## src/rtl/wer_pkg.sv

```systemverilog
// Package: constants, event map and power modes for the wake-up event router
package wer_pkg;
  // Event bit positions
  localparam int unsigned NUM_EVT = 16;
  localparam int unsigned EV_PIN0 = 0;
  localparam int unsigned EV_RESET = 4;
  localparam int unsigned EV_ALARM = 5;
  localparam int unsigned EV_RTC = 6;
  localparam int unsigned EV_FIRST_SLEEP_ONLY = 7;
  localparam int unsigned NUM_PIN = 4;
  localparam int unsigned NUM_PERIPH = 9;
  // Bit set: event may wake from every reduced-power mode
  localparam logic [NUM_EVT-1:0] ALL_MODE_MASK = 16'h007F;
  // Register offsets
  localparam logic [7:0] OFS_ENABLE = 8'h00;
  localparam logic [7:0] OFS_EDGE = 8'h04;
  localparam logic [7:0] OFS_STATUS = 8'h08;
  localparam logic [7:0] OFS_MASK = 8'h0C;
  localparam logic [7:0] OFS_RAW = 8'h10;
  localparam logic [7:0] OFS_MODE = 8'h14;
  // Reset values
  localparam logic [NUM_EVT-1:0] RST_ENABLE = 16'h0000;
  localparam logic [NUM_EVT-1:0] RST_EDGE = 16'h0000;
  localparam logic [NUM_EVT-1:0] RST_MASK = 16'h0000;
  localparam logic [31:0] ZERO_WORD = 32'h0000_0000;
  // Reset pin filter: 50 ns at 200 MHz, least time rounded up
  localparam int unsigned RST_PULSE_NS = 50;
  localparam int unsigned CLK_PERIOD_NS = 5;
  localparam int unsigned RST_PULSE_CYC = (RST_PULSE_NS + CLK_PERIOD_NS - 1) / CLK_PERIOD_NS;
  localparam int unsigned RST_CNT_W = 4;
  localparam logic [RST_CNT_W-1:0] RST_CNT_MAX = RST_CNT_W'(RST_PULSE_CYC);
  localparam logic [RST_CNT_W-1:0] RST_CNT_ONE = 4'h1;
  localparam logic [RST_CNT_W-1:0] RST_CNT_ZERO = 4'h0;
  typedef enum logic [1:0] {
    WER_RUN,
    WER_SLEEP,
    WER_DEEP_SLEEP,
    WER_POWER_DOWN
  } wer_pmode_t;
  localparam logic [2:0] MODE_DEEP_PD = 3'h4;
endpackage : wer_pkg

```

## src/rtl/wer_evt_if.sv

```systemverilog
// Interface: event lines between router top and its detector core
`timescale 1ns/10ps
interface wer_evt_if;
  logic [wer_pkg::NUM_EVT-1:0] raw;
  logic [wer_pkg::NUM_EVT-1:0] edge_sel;
  logic [wer_pkg::NUM_EVT-1:0] clr;
  logic [wer_pkg::NUM_EVT-1:0] hit;
  logic [wer_pkg::NUM_EVT-1:0] sample;
  modport top (output raw, output edge_sel, output clr, input hit, input sample);
  modport det (input raw, input edge_sel, input clr, output hit, output sample);
endinterface : wer_evt_if

```

## src/rtl/wer_router.sv

```systemverilog
// Module: wake-up event router top with register port and reset pin filter
// What this block does
// - Merges wake pins, timekeeping events and peripheral lines into one interrupt request, for enabled events only.
// - Drives a wake-up request to the core and the clock control unit out of every reduced-power mode.
// - Each event has its own bit choosing edge or level detection.
// - Each event has its own enable, and a disabled event raises neither wake nor interrupt.
// - Wake pins, reset pin, alarm and real-time clock events wake from all four modes, the real-time clock event only with the 32 kHz oscillator running.
// - Watchdog, brown-out, CAN, quadrature, Ethernet, USB and timer events wake from sleep only.
// - Any interrupt enabled in the interrupt controller wakes the core from sleep regardless of the router enables.
// - Each peripheral reaches the interrupt controller on exactly one line that may merge several flags.
// - A low pulse of at least 50 ns on the reset pin resets the device so fetch restarts at address 0.
`timescale 1ns/10ps
module wer_router (
  input wire logic i_clk_sys,
  input wire logic i_sys_rst,
  input wire logic [wer_pkg::NUM_PIN-1:0] i_external_wake_pin,
  input wire logic i_reset_pin_n,
  input wire logic i_alarm_evt,
  input wire logic i_rtc_evt,
  input wire logic i_osc32k_running,
  input wire logic [wer_pkg::NUM_PERIPH-1:0] i_periph_irq,
  input wire logic i_nested_vector_irq_ctrl_pending_enabled,
  input wire logic [2:0] i_power_mode,
  input wire logic [7:0] i_addr,
  input wire logic [31:0] i_wdata,
  input wire logic i_wr,
  input wire logic i_rd,
  output logic [31:0] o_rdata,
  output logic o_irq,
  output logic o_wake_core,
  output logic o_wake_clock_control_unit,
  output logic o_device_reset
);
  // ----------------------------------------------------------------
  // Register storage
  // ----------------------------------------------------------------
  logic [wer_pkg::NUM_EVT-1:0] enable;
  logic [wer_pkg::NUM_EVT-1:0] edge_cfg;
  logic [wer_pkg::NUM_EVT-1:0] irq_mask;
  logic [31:0] rdata;
  logic [wer_pkg::RST_CNT_W-1:0] rst_cnt;
  logic dev_rst;
  logic irq_q;
  logic wake_q;

  wer_evt_if evt ();

  // ----------------------------------------------------------------
  // Event collection
  // ----------------------------------------------------------------
  wire rtc_gated = i_rtc_evt & i_osc32k_running;
  // Reset pin events by its low level; each peripheral is one line
  wire [wer_pkg::NUM_EVT-1:0] raw_evt = {i_periph_irq, rtc_gated, i_alarm_evt, ~i_reset_pin_n,
                                         i_external_wake_pin};
  assign evt.raw = raw_evt;
  assign evt.edge_sel = edge_cfg;

  wer_detect u_detect (
    .i_clk_sys(i_clk_sys),
    .i_sys_rst(i_sys_rst),
    .evt(evt)
  );

  // ----------------------------------------------------------------
  // Decode
  // ----------------------------------------------------------------
  wire sel_enable = i_addr == wer_pkg::OFS_ENABLE;
  wire sel_edge = i_addr == wer_pkg::OFS_EDGE;
  wire sel_status = i_addr == wer_pkg::OFS_STATUS;
  wire sel_mask = i_addr == wer_pkg::OFS_MASK;
  wire sel_raw = i_addr == wer_pkg::OFS_RAW;
  wire sel_mode = i_addr == wer_pkg::OFS_MODE;
  wire wr_enable = i_wr & sel_enable;
  wire wr_edge = i_wr & sel_edge;
  wire wr_mask = i_wr & sel_mask;
  // Write one to clear; only edge flags are sticky
  assign evt.clr = (i_wr & sel_status) ? i_wdata[wer_pkg::NUM_EVT-1:0] : '0;

  // ----------------------------------------------------------------
  // Request logic
  // ----------------------------------------------------------------
  wire [wer_pkg::NUM_EVT-1:0] active = evt.hit & enable;
  wire [wer_pkg::NUM_EVT-1:0] status_view = evt.hit;
  wire next_irq = |(active & irq_mask);
  wire in_deep = i_power_mode != 3'(wer_pkg::WER_RUN) && i_power_mode != 3'(wer_pkg::WER_SLEEP);
  // Deeper modes accept only the always-on events
  wire [wer_pkg::NUM_EVT-1:0] wake_ok = in_deep ? wer_pkg::ALL_MODE_MASK : '1;
  wire in_sleep = i_power_mode == 3'(wer_pkg::WER_SLEEP);
  wire next_wake = (|(active & wake_ok)) | (in_sleep & i_nested_vector_irq_ctrl_pending_enabled);

  // Short glitches on the reset pin are ignored by the counter
  wire pin_low = ~i_reset_pin_n;
  wire cnt_full = rst_cnt == wer_pkg::RST_CNT_MAX;
  wire [wer_pkg::RST_CNT_W-1:0] next_rst_cnt = !pin_low ? wer_pkg::RST_CNT_ZERO :
                                              cnt_full ? rst_cnt : rst_cnt + wer_pkg::RST_CNT_ONE;

  // ----------------------------------------------------------------
  // Read mux
  // ----------------------------------------------------------------
  wire [31:0] next_rdata = sel_enable ? {16'h0000, enable} :
                           sel_edge ? {16'h0000, edge_cfg} :
                           sel_status ? {16'h0000, status_view} :
                           sel_mask ? {16'h0000, irq_mask} :
                           sel_raw ? {16'h0000, evt.sample} :
                           sel_mode ? {29'h0000_0000, i_power_mode} :
                           wer_pkg::ZERO_WORD;

  // ----------------------------------------------------------------
  // Registers
  // ----------------------------------------------------------------
  always_ff @(posedge i_clk_sys or posedge i_sys_rst) begin
    if (i_sys_rst) begin
      enable <= wer_pkg::RST_ENABLE;
      edge_cfg <= wer_pkg::RST_EDGE;
      irq_mask <= wer_pkg::RST_MASK;
    end else begin
      if (wr_enable) begin
        enable <= i_wdata[wer_pkg::NUM_EVT-1:0];
      end
      if (wr_edge) begin
        edge_cfg <= i_wdata[wer_pkg::NUM_EVT-1:0];
      end
      if (wr_mask) begin
        irq_mask <= i_wdata[wer_pkg::NUM_EVT-1:0];
      end
    end
  end

  always_ff @(posedge i_clk_sys or posedge i_sys_rst) begin
    if (i_sys_rst) begin
      rdata <= wer_pkg::ZERO_WORD;
      irq_q <= 1'b0;
      wake_q <= 1'b0;
      rst_cnt <= wer_pkg::RST_CNT_ZERO;
      dev_rst <= 1'b0;
    end else begin
      rdata <= i_rd ? next_rdata : wer_pkg::ZERO_WORD;
      irq_q <= next_irq;
      wake_q <= next_wake;
      rst_cnt <= next_rst_cnt;
      dev_rst <= pin_low & (cnt_full | next_rst_cnt == wer_pkg::RST_CNT_MAX);
    end
  end

  assign o_rdata = rdata;
  assign o_irq = irq_q;
  assign o_wake_core = wake_q;
  assign o_wake_clock_control_unit = wake_q;
  assign o_device_reset = dev_rst;
endmodule : wer_router

```

## src/rtl/wer_detect.sv

```systemverilog
// Module: per-event edge or level detector with sticky flags
`timescale 1ns/10ps
module wer_detect (
  input wire logic i_clk_sys,
  input wire logic i_sys_rst,
  wer_evt_if.det evt
);
  logic [wer_pkg::NUM_EVT-1:0] prev;
  logic [wer_pkg::NUM_EVT-1:0] flag;
  genvar g;
  generate
    for (g = 0; g < wer_pkg::NUM_EVT; g++) begin : g_evt
      wire rise = evt.raw[g] & ~prev[g];
      // Set wins over clear so a same-cycle event is kept
      wire next_flag = rise | (flag[g] & ~evt.clr[g]);
      always_ff @(posedge i_clk_sys or posedge i_sys_rst) begin
        if (i_sys_rst) begin
          prev[g] <= 1'b0;
          flag[g] <= 1'b0;
        end else begin
          prev[g] <= evt.raw[g];
          flag[g] <= next_flag;
        end
      end
      // Level mode follows the input live; edge mode holds the flag
      assign evt.hit[g] = evt.edge_sel[g] ? flag[g] : evt.raw[g];
    end
  endgenerate
  assign evt.sample = prev;
endmodule : wer_detect

```

## config.mk

```make
export PLATFORM = sky130hd
export DESIGN_NAME = wer_router
export DESIGN_NICKNAME = d
export VERILOG_FILES = /design/src/rtl/wer_pkg.sv /design/src/rtl/wer_evt_if.sv /design/src/rtl/wer_router.sv /design/src/rtl/wer_detect.sv
export SDC_FILE = /design/constraint.sdc
export NUM_CORES = 1
export LEC_CHECK = 0
export BUFFER_PORTS_ARGS = -buffer_cell sky130_fd_sc_hd__buf_4
export CAP_MARGIN = 20
export CORE_ASPECT_RATIO = 0.75
export CORE_MARGIN = 3
export CORE_UTILIZATION = 33
export DETAILED_ROUTE_END_ITERATION = 10
export PLACE_DENSITY_LB_ADDON = 0.1
export SLEW_MARGIN = 20
export SYNTH_ARGS = -nofsm -noshare
export SYNTH_HDL_FRONTEND = slang
export SYNTH_SLANG_ARGS = --single-unit
```

## constraint.sdc

```tcl
create_clock -name i_clk_sys -period 2.71 [get_ports i_clk_sys]
set_input_delay 0.271 -clock i_clk_sys [delete_from_list [all_inputs] [get_ports i_clk_sys]]
set_output_delay 0.271 -clock i_clk_sys [all_outputs]
set_load 0.1 [all_outputs]
```

==> results.ini, run 1 <==
[run_status]
status=completed

[worst_setup_path]
start_kind=input pin
crit_type=input pin to register
end_kind=register
critPathArrivalTime_ns=2.20
rrSetupSlack_ns=1.14
rr_worst_depth=5
required_ns=2.94
worstPathMaxFanout=17

[yosys]
ys_ff_latch=103
synth_top_cell_area_share_pct=50.6
synth.distinct_cells=50
seq_area_frac_synth_pct=50.6
synth-edff-count=0
synth_top_area_cell=dfrtp_1
postSynthCellCount=454
yosys_warnings=0
yosys.area_share.simple_pct=11.9
synth-xor-area-share_pct=0.344
muxShareOfSynthArea_pct=16.5
synth-adder-area-share_pct=0.491
synth_ff_type=dfrtp_1
synth_top_family_by_area=multiplexers
syn-cell-area_sq_um=5100
yosysMostFrequentCell=dfrtp_1
synth_commonest_cells=dfrtp_1 (103), mux2_2 (45), nor2_1 (35), nand2_1 (28), inv_1 (27)
synth_area_leaders=dfrtp_1 (51%), mux2_2 (9.9%), mux2_4 (5.3%)
avgSynthCellArea_sq_um=11.2
ys_async_sr_fraction_pct=100
synth_compound_gate_area_share_pct=12.8

[die]
start_util_pct=34.5
die_area_sq_um=17000
die_w_um=150
pin_count=101
rows=38
core-area_sq_um=14800
die_y_um=114

[drt]
drt-total-wl_mm=13.6
wl_per_cell_um=18.8
drt-pass1-iter-count=5
drc_errors=0
dr.first_iter.drc_count=289
vias_per_cell=5.07
via_count=3674
drtAntennaViolNets=0

[clock_network]
path_clk_slew_ns=0.07
cts_setup_buffers=0
cts.repair.resized=0
cts-root-buf=clkbuf_16
cts_buffer_depth=2
cts_tree=yes
clock_sinks=103
cts_buffers=9
insertion_delay_ns=0.35
postCtsHoldBufs=0
cts.htree.levels=3

[timing]
finalCriticalPeriod_ns=1.97
hold_violations=0
worstMarginPinSlew_ns=0.579
skew_ns=0.00807
max_freq_ghz=0.508
setup_viol=0
fin_setup_tns_ns=0
min_period_over_period_pct=72.6
drv_slew=0
rsz0062_at_grt=false
worst_slew_margin_rel_pct=61.4

[grt]
track_usage_pct=16.3
grt_max_degree=104
grt_pass1_wl_mm=21.0
grt_pass1_vias=3690
grt_overflow=0
grt_antenna_before_repair=0

[final_layout]
drive_gt1_share_pct=31.1
stdcell_area_sq_um=6060
diodes=0
area_growth_pct=19.0
nFillCells=1430
nets=586

[power_and_ir_drop]
powerDensity_nw_per_um2=582
p_leak_uw=0.00288
peakVddDrop_mv=0.259
finalPower_uw=3530

[placement]
place_area_sq_um=5750
hpwl_mm=9.21
place_congestion=0.766
port_buffers=68

[flow_run]
maxCapViolCount=0

[min_path]
hold_class=input pin to register
hold_path_depth=1

-- stage by stage --
stage                     cells  hold slack (ns)  worst slack [ns]  util [%]
after detailed placement    708            0.399             0.386      38.9
after floorplan             469            0.302             0.658         -
after global routing        724           0.0281             0.706      41.0
final                       724           0.0418             0.742      41.0
after CTS                   724           0.0307             0.757      41.0
after global placement      708            0.398             0.409      38.9
-- flip-flops by register name, summed over array words and instances, names as in the netlist, 4 cells and up --
| register | cells |
|---|---|
| o_rdata | 16 |
| enable | 16 |
| rst_cnt | 4 |
| u_detect.evt.sample | 16 |
| edge_cfg | 16 |
| irq_mask | 16 |
| u_detect.flag | 16 |
-- cells in the final DEF, fill, tap and decap left out, drive strengths merged, types with 5 or more instances in the layout --
master   synthesis  final
dfrtp          103    103
o2bb2ai          5      5
nand2b           8      8
o21ai           12     12
conb             1     16
o22ai           11     11
nor3            13     13
nand3           20     20
a221oi           5      5
a31oi            6      6
a22oi            6      6
buf             29     78
mux2            65     65
a21oi           13     13
a22o            16     16
inv             27     26
nor2            35     35
nand2           28     28
clkbuf          10     12
-- area by class of cell --
cell class	instances	area, sq um	share of cell area, %
clock inverter	4	52.6	0.867
clock buffer	12	267	4.39
sequential	103	2580	42.5
tap	200	250	4.13
timing repair buffer	78	611	10.1
multi-input combinational	300	2200	36.3
inverter	27	105	1.73
-- path summary, 6_finish.rpt --
path | start | end
max in group asynchronous | i_sys_rst | enable[13]
worst max register to register | edge_cfg[9] | o_wake_clock_control_unit
worst min register to register | u_detect.evt.sample[4] | u_detect.flag[4]
worst min-delay path | i_external_wake_pin[1] | u_detect.evt.sample[1]
min in group asynchronous | i_sys_rst | u_detect.evt.sample[8]
worst max-delay path | i_addr[1] | irq_mask[15]
-- critical path: stages --
cell and delay (ns):
buf_4 0.11, or4_4 0.54, nor3_4 0.35, and4_4 0.54, mux2_2 0.38
-- logic make-up (layout without fill, tap and decap cells) --
logic type | after synthesis | after routing
DFF | 103 | 103
adders and majority gates | 2 | 2
xor gates and xnor gates | 2 | 2
and+or+nand+nor | 120 | 120
other | 1 | 16
AOI/OAI and AO/OA | 91 | 91
buffers and inverters | 66 | 121
muxes | 69 | 69
-- per-layer routing --
layer | wire, um | track usage [%] | vias to the layer above | share of wire [%]
met5 | 0 | 0 | - | 0
met4 | 178 | 4.82 | 0 | 1.3
met3 | 763 | 3.89 | 13 | 5.6
met2 | 6040 | 24.4 | 104 | 44
met1 | 6600 | 23.6 | 1829 | 49
li1 | - | - | 1728 | -
-- report_power, final --
part           switching, uW  internal [uW]  total (uW)
clock network            588            794        1380
registers               46.3           1590        1640
logic                    341            166         507
total                    976           2550        3530
(Power assumes the default switching activity.)
==> run 2, diff against run 1 <==
--- a/config.mk
+++ b/config.mk
@@ -5,6 +5,7 @@
 export SDC_FILE = /design/constraint.sdc
 export NUM_CORES = 1
 export LEC_CHECK = 0
+export ABC_AREA = 1
 export BUFFER_PORTS_ARGS = -buffer_cell sky130_fd_sc_hd__buf_4
 export CAP_MARGIN = 20
 export CORE_ASPECT_RATIO = 0.75
==> constraint.sdc (replaced) <==
create_clock -name i_clk_sys -period 2.1 [get_ports i_clk_sys]
set_input_delay 0.21 -clock i_clk_sys [delete_from_list [all_inputs] [get_ports i_clk_sys]]
set_output_delay 0.21 -clock i_clk_sys [all_outputs]
set_load 0.1 [all_outputs]
==> results.ini, run 2 <==
[power_and_ir_drop]
sw_frac_of_total_pct=26.4
peakVddDrop_mv=0.404
internal_power_uw=3420
pwr-share-comb_pct=12.5
sequentialPowerShare_pct=45.3
p_sw_uw=1230
clock_power_share_pct=42.1
p_leak_uw=0.00304
powerDensity_nw_per_um2=742

[timing]
fin_setup_tns_ns=0
max_freq_ghz=0.654
rsz0062_at_grt=false
min_period_over_period_pct=72.8
setup_slack_ns=0.571
finalCriticalPeriod_ns=1.53
hold_slack_ns=0.0541
drv_slew=0
worst_slew_margin_rel_pct=59.0
worstMarginPinSlew_ns=0.614
hold_violations=0
skew_ns=0.0124
setup_viol=0

[flow_run]
maxCapViolCount=0

[drt]
drt-pass1-iter-count=5
via_count=4252
dr.first_iter.drc_count=254
drc_errors=0
vias_per_cell=4.75
drtAntennaViolNets=0
wl_per_cell_um=15.6
drt-total-wl_mm=13.9

[yosys]
synth_top_cell_area_share_pct=51.4
syn-cell-area_sq_um=5010
synth-edff-count=0
synth-adder-area-share_pct=0.499
synth_area_leaders=dfrtp_1 (51%), nand2_1 (8.8%), nand3_1 (6.7%)
synth_ff_type=dfrtp_1
postSynthCellCount=601
yosysMostFrequentCell=nand2_1
yosys.area_share.simple_pct=21.1
synth-xor-area-share_pct=0.349
synth.distinct_cells=29
synth_top_family_by_area=simple AND/OR/NAND/NOR gates
muxShareOfSynthArea_pct=0
seq_area_frac_synth_pct=51.4
yosys_warnings=0
synth_top_area_cell=dfrtp_1
ys_ff_latch=103
ys_async_sr_fraction_pct=100
avgSynthCellArea_sq_um=8.34
synth_compound_gate_area_share_pct=16.1
synth_commonest_cells=nand2_1 (117), dfrtp_1 (103), nand3_1 (67), inv_1 (61), o21ai_0 (58)

[final_layout]
final_common_cell=nand2_1
drive_gt1_share_pct=20.5
fin_cells=896
area_growth_pct=25.1
fin_util_pct=42.8
final_cell_mix=nand2_1 (117), dfrtp_1 (103), buf_4 (84), nand3_1 (67), inv_1 (60)
nets=758
diodes=0

[grt]
grt_pass1_wl_mm=22.2
grt_pass1_vias=4223
track_usage_pct=17.0
grt_antenna_before_repair=0
grt_overflow=0
grt_max_degree=47

[worst_setup_path]
start_kind=input pin
worstPathMaxFanout=3
crit_path_cell_trace=dlygate4sd3_1 -> buf_4 -> inv_1 -> o21ai_0 -> nand2_1 -> nand3_1 -> nor2_1 -> nand2_1 -> nand2_1 -> nand2_1
crit_type=input pin to register
critPathArrivalTime_ns=1.79
slowest_stage=dlygate4sd3_1
max_stage_delay_ns=0.53
cpMostUsedCell=nand2_1
required_ns=2.37
end_kind=register

[placement]
place_congestion=0.789
dp_worst_setup_slack_ns=0.407
port_buffers=68
dp.cells=865
hpwl_mm=9.68

[die]
die_w_um=148
die_y_um=113
pin_count=101
core-area_sq_um=14600
start_util_pct=34.2
die_area_sq_um=16700
rows=38

[clock_network]
insertion_delay_ns=0.35
cts-root-buf=clkbuf_16
path_clk_slew_ns=0.08
postCtsHoldBufs=15
clock_sinks=103
cts_tree=yes
cts.htree.levels=3
cts_buffers=9
cts_setup_buffers=0
cts.repair.resized=0
cts_buffer_depth=2

[run_status]
status=completed

[min_path]
hold_class=input pin to register

-- run 2: changes by cell type in the layout (fill, tap and decap cells not counted), sizes merged, moves of 19 or more --
| cell | change |
|---|---|
| nand2 | +95 |
| a21oi | +19 |
| nand3 | +48 |
| inv | +43 |
| o21ai | +102 |
| mux2 | -65 |
-- run 2: power groups by stage --
stage | registers [uW] | logic [uW] | clock network, uW
detailed placement | 2150 | 563 | 0
floorplan | 2180 | 371 | 0
global route | 2120 | 632 | 2100
CTS | 2110 | 586 | 2010
finish | 2110 | 583 | 1960
global placement | 2140 | 556 | 0
-- run 2: per-layer routing --
layer	part of all wire [%]	track usage, %
met4	2.3	5.29
met2	45	26.8
met5	0	0
met1	48	23.7
met3	5.6	3.56
-- run 2: cell type report --
| class | instances | area, sq um |
|---|---|---|
| inverters | 69 | 263 |
| clock inverters | 6 | 115 |
| repair buffers | 103 | 861 |
| multi-input cells | 405 | 1970 |
| clock buffers | 10 | 239 |
| well taps | 200 | 250 |
| flip-flops and latches | 103 | 2580 |
| fillers | 1524 | 8370 |
-- run 2: final timing paths --
kind	startpoint	end	slack, ns	cells after the start
min reg2reg	u_detect.evt.sample[2]	u_detect.flag[2]	0.45	1
max	i_periph_irq[2]	o_wake_clock_control_unit	0.57	10
max in group asynchronous	i_sys_rst	u_detect.flag[13]	0.97	4
min in group asynchronous	i_sys_rst	u_detect.evt.sample[2]	0.49	3
min	i_reset_pin_n	rst_cnt[2]	0.05	2
max reg2reg	edge_cfg[9]	o_wake_clock_control_unit	0.67	7
-- run 2: logic make-up after synthesis --
family / after synthesis
other cells: 1
simple gates: 237
compound gates: 148
xor+xnor: 2
buf+inv: 108
flops: 103
fa+ha+maj: 2
-- run 2: per-stage QoR --
step                cell area [sq um]  power (uW)
floorplan                        5070        2550
global placement                 5770        2700
detailed placement               5770        2710
CTS                              6270        4710
global route                     6270        4850
finish                           6270        4650
-- run 2: worst max-delay path, delay by kind of cell --
| family | cells | cell delay [ns] |
|---|---|---|
| AO/OA/AOI/OAI | 1 | 0.38 |
| buffers and inverters | 3 | 0.68 |
| AND/OR/NAND/NOR | 6 | 0.53 |
